$ cat src/design/dmc_map.svh
`ifndef DMC_MAP_SVH
`define DMC_MAP_SVH
// =====================================================================
// timing figures (ns unless noted) and derived cycle counts at 100 MHz
`define DMC_CLK_NS 10
`define DMC_PWRUP_US 100
`define DMC_PWRUP_CYC ((`DMC_PWRUP_US * 1000 + `DMC_CLK_NS - 1) / `DMC_CLK_NS)
`define DMC_INIT_CYCLES 8
`define DMC_REF_MS 8
`define DMC_REF_ROWS 512
`define DMC_REF_INTERVAL_CYC ((`DMC_REF_MS * 1000000 / `DMC_REF_ROWS) / `DMC_CLK_NS)
`define DMC_RC_NS 160
`define DMC_RAS_MIN_NS 80
`define DMC_RP_NS 70
`define DMC_RCD_NS 25
`define DMC_RAD_NS 17
`define DMC_AA_NS 45
`define DMC_CAS_NS 20
`define DMC_PC_NS 50
`define DMC_CP_NS 10
`define DMC_CSR_NS 10
`define DMC_CHR_NS 15
`define DMC_RAS_MAX_NS 10000
`define DMC_RASP_MAX_NS 100000
`define DMC_CEIL(ns) (((ns) + `DMC_CLK_NS - 1) / `DMC_CLK_NS)
`define DMC_FLOOR(ns) ((ns) / `DMC_CLK_NS)
`define DMC_ROW_BITS 10
`define DMC_COL_BITS 10
`endif

$ cat src/design/dmc_pkg.sv
package dmc_pkg;
    // =================================================================
    // types
    typedef struct packed {
        logic we;
        logic [19:0] addr;
        logic [8:0] wdata;
    } dmc_req_t;

    typedef struct packed {
        logic [9:0] a;
        logic ras_n;
        logic cas_n;
        logic ninth_bit_column_strobe_n;
        logic we_n;
    } dmc_pins_t;

    typedef enum logic [3:0] {
        ST_PWRUP = 4'b0000,
        ST_IDLE = 4'b0001,
        ST_ROW = 4'b0011,
        ST_COL = 4'b0010,
        ST_CAS = 4'b0110,
        ST_PRE = 4'b0111,
        ST_CBR_CAS = 4'b0101,
        ST_CBR_RAS = 4'b0100,
        ST_RASONLY = 4'b1100
    } dmc_state_t;
endpackage : dmc_pkg

$ cat src/design/dmc_timer.sv
`timescale 1ns/1ps
`include "dmc_map.svh"
module dmc_timer import dmc_pkg::*; #(
    parameter int W = 24
) (
    // clock and reset
    input wire logic clk,
    input wire logic rst,
    // control
    input wire logic load,
    input wire logic [W-1:0] value,
    // status
    output logic done
);
    // =================================================================
    // down counter; done while zero
    logic [W-1:0] cnt_q;
    logic [W-1:0] cnt_d;
    assign cnt_d = load ? value : (cnt_q != '0 ? cnt_q - W'(1) : cnt_q);
    assign done = (cnt_q == '0);
    always_ff @(posedge clk or posedge rst) begin
        if (rst) cnt_q <= '0;
        else cnt_q <= cnt_d;
    end
endmodule : dmc_timer

$ cat src/design/dmc_ctrl.sv
`timescale 1ns/1ps
`include "dmc_map.svh"
// How it works
// - all 512 rows refreshed every 8 ms
// - 100 us pause, eight row cycles first
// - ninth bit separate pins, strobe with column
// - row strobe never held past limits
// - random cycles spaced at least 160 ns
// - refresh: column strobe leads row strobe
// - refresh by column-before-row cycles
module dmc_ctrl import dmc_pkg::*; #(
    parameter int PWRUP_CYC = `DMC_PWRUP_CYC,
    parameter int REF_INT_CYC = `DMC_REF_INTERVAL_CYC
) (
    // clock and reset
    input wire logic clk,
    input wire logic rst,
    // user request
    input wire logic req_valid,
    input wire dmc_req_t req,
    output logic req_ready,
    output logic rsp_valid,
    output logic [8:0] rsp_rdata,
    output logic init_done,
    // memory pins
    output dmc_pins_t pins,
    input wire logic [7:0] dq_in,
    output logic [7:0] dq_out,
    output logic dq_oe_n,
    output logic d9_in,
    input wire logic d9_out
);
    // =================================================================
    // timing counts
    localparam int TW = 24;
    localparam int RAD_C = `DMC_CEIL(`DMC_RAD_NS);
    localparam int RCD_C = `DMC_CEIL(`DMC_RCD_NS) - RAD_C;
    localparam int AA_C = `DMC_CEIL(`DMC_AA_NS);
    localparam int CAS_C = (AA_C > `DMC_CEIL(`DMC_CAS_NS)) ? AA_C : `DMC_CEIL(`DMC_CAS_NS);
    localparam int RAS_C = `DMC_CEIL(`DMC_RAS_MIN_NS);
    localparam int RP_C = `DMC_CEIL(`DMC_RC_NS) - RAS_C;
    localparam int CSR_C = `DMC_CEIL(`DMC_CSR_NS);

    // =================================================================
    // state
    dmc_state_t st_q, st_d;
    dmc_req_t cur_q;
    logic [3:0] init_cnt_q;
    logic init_q;
    logic [9:0] ref_owed_q;
    logic [TW-1:0] ref_cnt_q;
    logic ref_due;
    logic t_load;
    logic [TW-1:0] t_val;
    logic t_done;
    logic [9:0] a_q;
    logic ras_q, cas_q, we_q, oe_q;
    logic [7:0] dqo_q;
    logic d9_q;
    logic rsp_q;
    logic [8:0] rd_q;
    logic rst_first_q;

    dmc_timer #(.W(TW)) u_tmr (
        .clk(clk),
        .rst(rst),
        .load(t_load),
        .value(t_val),
        .done(t_done)
    );

    // =================================================================
    // refresh scheduling
    // one refresh per interval
    assign ref_due = (ref_owed_q != '0);
    wire ref_tick = (ref_cnt_q == TW'(REF_INT_CYC - 1));
    // only counted when the refresh really starts, not while the timer still runs
    wire ref_take = (st_q == ST_IDLE) && t_done && ref_due && init_q;
    always_ff @(posedge clk or posedge rst) begin
        if (rst) begin
            ref_cnt_q <= '0;
            ref_owed_q <= '0;
        end else begin
            ref_cnt_q <= ref_tick ? '0 : ref_cnt_q + TW'(1);
            // a new tick and a refresh taken in the same cycle cancel out
            ref_owed_q <= ref_owed_q + 10'(ref_tick) - 10'(ref_take);
        end
    end

    // =================================================================
    // next state
    assign req_ready = (st_q == ST_IDLE) && t_done && init_q && !ref_due;
    wire take = req_ready && req_valid;

    always_comb begin
        st_d = st_q;
        t_load = 1'b0;
        t_val = '0;
        case (st_q)
            ST_PWRUP: begin
                if (t_done) begin
                    st_d = ST_RASONLY;
                    t_load = 1'b1;
                    t_val = TW'(RAS_C);
                end
            end
            ST_IDLE: begin
                if (t_done && !init_q) begin
                    st_d = ST_RASONLY;
                    t_load = 1'b1;
                    t_val = TW'(RAS_C);
                end else if (t_done && ref_due && init_q) begin
                    st_d = ST_CBR_CAS;
                    t_load = 1'b1;
                    t_val = TW'(CSR_C);
                end else if (take) begin
                    st_d = ST_ROW;
                    t_load = 1'b1;
                    t_val = TW'(RAD_C);
                end
            end
            ST_RASONLY, ST_CBR_RAS: begin
                // row strobe released at minimum width
                if (t_done) begin
                    st_d = ST_IDLE;
                    t_load = 1'b1;
                    t_val = TW'(RP_C);
                end
            end
            ST_CBR_CAS: begin
                if (t_done) begin
                    st_d = ST_CBR_RAS;
                    t_load = 1'b1;
                    t_val = TW'(RAS_C);
                end
            end
            ST_ROW: begin
                if (t_done) begin
                    st_d = ST_COL;
                    t_load = 1'b1;
                    t_val = TW'(RCD_C);
                end
            end
            ST_COL: begin
                if (t_done) begin
                    st_d = ST_CAS;
                    t_load = 1'b1;
                    t_val = TW'(CAS_C);
                end
            end
            ST_CAS: begin
                if (t_done) begin
                    st_d = ST_PRE;
                    t_load = 1'b1;
                    t_val = TW'(RP_C);
                end
            end
            ST_PRE: begin
                if (t_done) st_d = ST_IDLE;
            end
            default: st_d = ST_IDLE;
        endcase
        if (st_q == ST_PWRUP && rst_first_q) begin
            // stay in the pause; a stray row strobe here would break it
            st_d = ST_PWRUP;
            t_load = 1'b1;
            t_val = TW'(PWRUP_CYC);
        end
    end

    // first cycle after reset loads the power-up pause
    always_ff @(posedge clk or posedge rst) begin
        if (rst) rst_first_q <= 1'b1;
        else rst_first_q <= 1'b0;
    end

    // =================================================================
    // registers
    always_ff @(posedge clk or posedge rst) begin
        if (rst) begin
            st_q <= ST_PWRUP;
            cur_q <= '0;
            init_cnt_q <= '0;
            init_q <= 1'b0;
        end else begin
            st_q <= st_q == ST_PWRUP && rst_first_q ? ST_PWRUP : st_d;
            if (take) cur_q <= req;
            if (st_q == ST_RASONLY && st_d == ST_IDLE && !init_q) begin
                init_cnt_q <= init_cnt_q + 4'(1);
                if (init_cnt_q == 4'(`DMC_INIT_CYCLES - 1)) init_q <= 1'b1;
            end
        end
    end

    // row from high half, column from low half
    wire [9:0] a_d = (st_d == ST_ROW) ? cur_q.addr[19:10] : cur_q.addr[9:0];
    wire ras_d = (st_d == ST_ROW) || (st_d == ST_COL) || (st_d == ST_CAS)
        || (st_d == ST_RASONLY) || (st_d == ST_CBR_RAS);
    wire cas_d = (st_d == ST_CAS) || (st_d == ST_CBR_CAS) || (st_d == ST_CBR_RAS);
    wire wr_d = cur_q.we && ((st_d == ST_ROW) || (st_d == ST_COL) || (st_d == ST_CAS));
    wire rd_sample = (st_q == ST_CAS) && t_done && !cur_q.we;

    always_ff @(posedge clk or posedge rst) begin
        if (rst) begin
            a_q <= '0;
            ras_q <= 1'b0;
            cas_q <= 1'b0;
            we_q <= 1'b0;
            oe_q <= 1'b0;
            dqo_q <= '0;
            d9_q <= 1'b0;
            rsp_q <= 1'b0;
            rd_q <= '0;
        end else begin
            a_q <= (st_d == ST_ROW && st_q == ST_IDLE) ? req.addr[19:10] : a_d;
            ras_q <= ras_d;
            cas_q <= cas_d;
            we_q <= (st_q == ST_IDLE && take) ? req.we : wr_d;
            oe_q <= (st_q == ST_IDLE && take) ? req.we : wr_d;
            dqo_q <= take ? req.wdata[7:0] : dqo_q;
            d9_q <= take ? req.wdata[8] : d9_q;
            rsp_q <= rd_sample;
            // ninth bit from its own output pin
            if (rd_sample) rd_q <= {d9_out, dq_in};
        end
    end

    // =================================================================
    // pins
    // ninth strobe follows column strobe
    assign pins = '{a: a_q, ras_n: !ras_q, cas_n: !cas_q, ninth_bit_column_strobe_n: !cas_q, we_n: !we_q};
    assign dq_out = dqo_q;
    assign dq_oe_n = !oe_q;
    assign d9_in = d9_q;
    assign rsp_valid = rsp_q;
    assign rsp_rdata = rd_q;
    assign init_done = init_q;
endmodule : dmc_ctrl

$ cat config.mk
export PLATFORM = sky130hd
export DESIGN_NAME = dmc_ctrl
export DESIGN_NICKNAME = d
export VERILOG_FILES = /design/src/design/dmc_pkg.sv /design/src/design/dmc_timer.sv /design/src/design/dmc_ctrl.sv
export VERILOG_INCLUDE_DIRS = /design/src /design/src/design
export SDC_FILE = /design/constraint.sdc
export NUM_CORES = 1
export LEC_CHECK = 0
export BUFFER_PORTS_ARGS = -buffer_cell sky130_fd_sc_hd__clkbuf_2
export CORE_MARGIN = 4
export CORE_UTILIZATION = 40
export CTS_CLUSTER_SIZE = 10
export DETAILED_ROUTE_END_ITERATION = 10
export HOLD_SLACK_MARGIN = 0.02
export PLACE_DENSITY = 0.64
export SYNTH_ARGS = -nofsm -noshare
export SYNTH_HDL_FRONTEND = slang
export SYNTH_SLANG_ARGS = --single-unit
$ cat constraint.sdc
create_clock -name clk -period 5.02 [get_ports clk]
set_input_delay 1.506 -clock clk [delete_from_list [all_inputs] [get_ports clk]]
set_output_delay 1.506 -clock clk [all_outputs]
set_load 0.01 [all_outputs]
# Word-level counts from Yosys, hierarchy flattened
# Index checks and enable logic that the tools add are counted.
# totals
ff_bits	121
in_bits	42
word_cells	109
# op_classes
n_reduce_logical	38
addsub	5
n_eq_ne	17
mux	32
# ops
cell	count
$mux W24	4
$mux W4	13
$eq A4 B3 Y1 const B	8
$pmux W4 S7	1
$add A24 B1 Y24 const B	1
$eq A24 B11 Y1 const B	1
$logic_not A24 Y1	1
$reduce_bool A24 Y1	1
$sub A24 B1 Y24 const B	1
$mux W10	2
$logic_and A1 B1 Y1	17
$eq A4 B2 Y1 const B	4
$pmux W4 S4	1
$add A10 B1 Y10	1
$reduce_bool A10 Y1	1
$sub A10 B1 Y10	1
$eq A4 B1 Y1 const B	2
$eq A4 B4 Y1 const B	2
$mux W1	7
$reduce_or A7 Y1	1
$logic_not A1 Y1	6
$logic_or A1 B1 Y1	6
$reduce_or A5 Y1	1
$add A4 B1 Y4 const B	1
other kinds (7)	8

# Longest topological paths before layout
# depth
ltp_word	15
depth_mapped	17
mapped_depth_nobuf	17

# Hierarchy
# A second synthesis with hierarchy kept.
# hier_totals
cells_unflattened	636
hier_area_um2	6082.1
# by_module_without_submodules
module	cells_per_inst	area_per_inst_um2	n_inst	seq_area_each_um2
dmc_ctrl	477	4599.4	1	2428.6
dmc_timer	159	1482.7	1	600.6

# Least setup slack after synthesis
# No wires, ideal clock.
# synth_path
path_kind	reg-to-reg
start	register u_tmr.cnt_q[12]
end	register ref_owed_q[8]
arrival_ns	3.459
setup_slack_ns	1.429
stages_incl_launch_ff	17
t_required_ns	4.888
setup_time_ns	0.132
period_less_slack_ns	3.591
cell_sequence	dfrtp_1 > or4_1 > nor4b_1 > and4_1 > nand3_1 > nor2b_1 > ha_1 > inv_1 > ha_1 > inv_1 > fa_1 > nand2b_1 > a21oi_1 > o21ai_0 > a21oi_1 > o41ai_1 > xnor2_1
# synth_via
elab_chain_cells	5
# synth_rtl
element	line_no	source
from (decl)	dmc_timer.sv:17	logic [W-1:0] cnt_q;
from (signal assigned)	dmc_timer.sv:23	else cnt_q <= cnt_d;
$logic_not A24 Y1	dmc_timer.sv:20	assign done = (cnt_q == '0);
$logic_and A1 B1 Y1 (3 in series)	dmc_ctrl.sv:78	wire ref_take = (st_q == ST_IDLE) && t_done && ref_due && init_q;
$sub A10 B1 Y10	dmc_ctrl.sv:86	ref_owed_q <= ref_owed_q + 10'(ref_tick) - 10'(ref_take);
to (signal assigned)	dmc_ctrl.sv:86	
to (decl)	dmc_ctrl.sv:50	logic [9:0] ref_owed_q;
# Every way passes these cells.
# A chain may end at the register's enable or synchronous reset.

# Worst setup path after layout
# layout_path
start	register u_tmr.cnt_q[12]
end	output req_ready
# layout_via
elab_chain_cells	4
# layout_rtl
element	line_no	source
$logic_not A24 Y1	dmc_timer.sv:20	
$logic_and A1 B1 Y1 (3 in series)	dmc_ctrl.sv:92	assign req_ready = (st_q == ST_IDLE) && t_done && init_q && !ref_due;
to (decl)	dmc_ctrl.sv:21	output logic req_ready,
# Every way passes these cells.

==> metrics <==
RSZ-0062 raised after global routing false; RR Startpoint u_tmr.cnt_q[12]; post-route setup slack around 800 ps; drt initial violations between 300 and 400; post_cts resized 0; Post-DRT Antenna Nets 0; Post-Syn Area between 5000 and 6000 um2; sequential fraction of the synthesis area slightly above 50%; maximum vdd drop about 0.24 mV; Pleak about 3.4 nW; leading area contributor after synthesis dfrtp_1; cts hold-fix bufs 0; DRC viols 0; Worst Path Required around 3500 ps; capturing point of the worst reg2reg path ref_owed_q[8]; simple-gate share of the synthesized area between 20% and 30%; Setup CP Type reg -> out; Critical Path AT 2740 ps; Pwr Total ~0.0023 W; Layout area overhead 19.3%; crit path launch type flip-flop; synthesized net count about 660; R2R Setup Slk 940 ps; Post-Synth XOR/XNOR Area under 10%; Worst Hold Depth 2; dpl hpwl between 9 and 10 mm; Synth Area per Inst ~9.9 um2; Final period util around 84%; Routed wire per std cell approximately 15 um; final hold violation count 0; clock buffer count from CTS 17; ANT cells 0; total gr overflow 0; gr usage total 16.1%; Adder-Cell Fraction of Synth Area under 10%; Die X ~130 um; via count around 4,500; critical path endpoint category output pin; final critical-path required period approximately 4200 ps; largest net degree at the start of global routing slightly above 60; dominant cells by area after synthesis dfrtp_1 50%, nand2_1 6.9%, xnor2_1 4.3%, ha_1 4.0%, xor2_1 3.2%; num ports 78; Critical-path top delay cell or4_1; Final Max Slew Viols 0; Core Rows 44; status finished clean; Post-CTS Setup Inserts 0; number of max-cap violations 0; gpl congestion around 0.83; Worst Hold Class reg -> reg; die height 130 um; global-route wire length before repair roughly 22 mm; Largest stage delay, worst path roughly 640 ps; worst-path fanout max 5; initial antenna violation count 0; CP Cell Sequence or4_1, nor4b_1, and4_1, nand3_1, nor2_1, clkbuf_2; Setup Skew just under 6 ps; Fillers 1,337; Worst-Skew Late Latency between 400 and 500 ps; initial core utilization 41.0%; Post-Place Worst Slack 1010 ps; post-layout util about half; layout cells sized above 1 around a fifth; I/O Buffers between 70 and 80; Final setup viols 0; Yosys top cell area share between 50% and 60%; worst hold start d9_in; hold endpoint d9_in; Async S/R FF share, synth 100%; CTS sink cnt 121; largest family of logic cells by synthesized area simple AND/OR/NAND/NOR gates; DRT Pass-1 Iters 4; CTS tree yes; H-tree levels 4; Cell variety after synth 58; Clk Tree Root Cell clkbuf_16; Compound-Gate Fraction of Synth Area about 8.7%; post-synthesis mux area share under 10%; worst slew pin tran about 1200 ps; CTS max path bufs 2; Slew HR slightly below 20%; R2R depth 16; #FFs+latches synth roughly 120; core box area approximately 15,000 um2; Max Clk Rate 236 MHz; routed wire length about 13 mm; Gate Count Post-Synth 600; vias in the first global route 4,438; Worst-path clk slew about 50 ps; top_reg_cell synth dfrtp_1; EDFF count, synth 0; P per Cell Area roughly 320 nW/um2; TNS Setup 0 ps; Synth Warn # 0; Via density ~5.2; die area between 15,000 and 20,000 um2; WHS 464 ps; Layout Nets 740
[power breakdown]
group          switching, W  internal [W]
clock network      0.000415      0.000798
registers         0.0000119      0.000988
logic             0.0000592     0.0000347
[how the worst max path moves through the flow]
stage	from	to	cells after the start	slack [ps]
global route	u_tmr.cnt_q[12]	ref_owed_q[8]	16	580
finish	u_tmr.cnt_q[12]	req_ready	6	780
global placement	u_tmr.cnt_q[12]	ref_owed_q[8]	16	1150
detailed placement	u_tmr.cnt_q[12]	ref_owed_q[8]	16	1010
CTS	u_tmr.cnt_q[12]	req_ready	6	790
floorplan	rst	a_q[0]	1	300
[cell usage in the layout (no fill, tap or decap), types with 3 or more instances in the layout]
cell type  count
mux2i_1       10
a211oi_1       4
a22oi_1       10
nor4_1         5
or3_1          6
nand4_1        8
nor3_1        12
buf_4          3
nand2b_1       5
xnor2_1       29
and3_1         6
o21a_1         3
clkbuf_2      77
and2_1         4
o21ai_0       15
nand3b_1       3
and4_1         3
clkbuf_1       3
ha_1          19
nor2_1        44
bufinv_16      3
clkinv_2       5
nor2b_1        3
mux2_2         9
dfrtp_1      120
nand2_1      110
xor2_1        22
nand3_1       24
inv_1         30
clkbuf_16     17
a21oi_1       29
or4_1          5
[area by class of cell]
cell class	count	area [um2]	share of cell area, %
sequential	121	3030	42.7
multi-input combinational	426	2710	38.1
tap	184	230	3.24
timing repair buffer	81	428	6.03
clock inverter	9	123	1.73
clock buffer	22	464	6.54
inverter	31	119	1.67
[cells in the mapped netlist, types with 5 or more instances]
| cell | number |
|---|---|
| dfrtp_1 | 120 |
| nand2_1 | 110 |
| nor2_1 | 44 |
| inv_1 | 31 |
| a21oi_1 | 29 |
| xnor2_1 | 29 |
| nand3_1 | 24 |
| xor2_1 | 22 |
| ha_1 | 19 |
| clkbuf_1 | 16 |
| o21ai_0 | 15 |
| nor3_1 | 14 |
| a22oi_1 | 10 |
| mux2i_1 | 10 |
| mux2_2 | 9 |
| nand4_1 | 8 |
| and3_1 | 6 |
| or3_1 | 6 |
| nand2b_1 | 5 |
| nor4_1 | 5 |
| or4_1 | 5 |
[critical path, delay by kind of cell, from the launching register on]
kind	cells	cell delay, ps
buffers and inverters	1	170
and+or+nand+nor	5	1740
DFF	1	410
[per-layer routing]
| metal | vias to the layer above | part of all wire, % | GRT usage [%] |
|---|---|---|---|
| li1 | 2201 | - | - |
| met1 | 2210 | 46 | 22.1 |
| met2 | 99 | 47 | 24.8 |
| met3 | 17 | 5.0 | 4.01 |
| met4 | 0 | 1.6 | 5.99 |
| met5 | - | 0 | 0 |
[flip-flops by register name, indices dropped and copies added (netlist names), 4 cells and up]
signal,flops
a_q,10
cur_q,21
dq_out,8
init_cnt_q,4
ref_cnt_q,24
ref_owed_q,10
rsp_rdata,9
st_q,4
u_tmr.cnt_q,24
[kinds of logic after synthesis]
logic type | Yosys count
AO/OA/AOI/OAI | 80
XOR/XNOR | 51
adder cells (fa/ha/maj) | 20
buffers and inverters | 53
flip-flops | 121
multiplexers | 20
other | 1
AND/OR/NAND/NOR | 254
[through the flow]
stage / cells / area, um2
finish: 874 / 7100
CTS: 874 / 7100
global route: 874 / 7100
global placement: 843 / 6520
detailed placement: 843 / 6520
floorplan: 600 / 5950
Power figures use the tool's default switching activity.
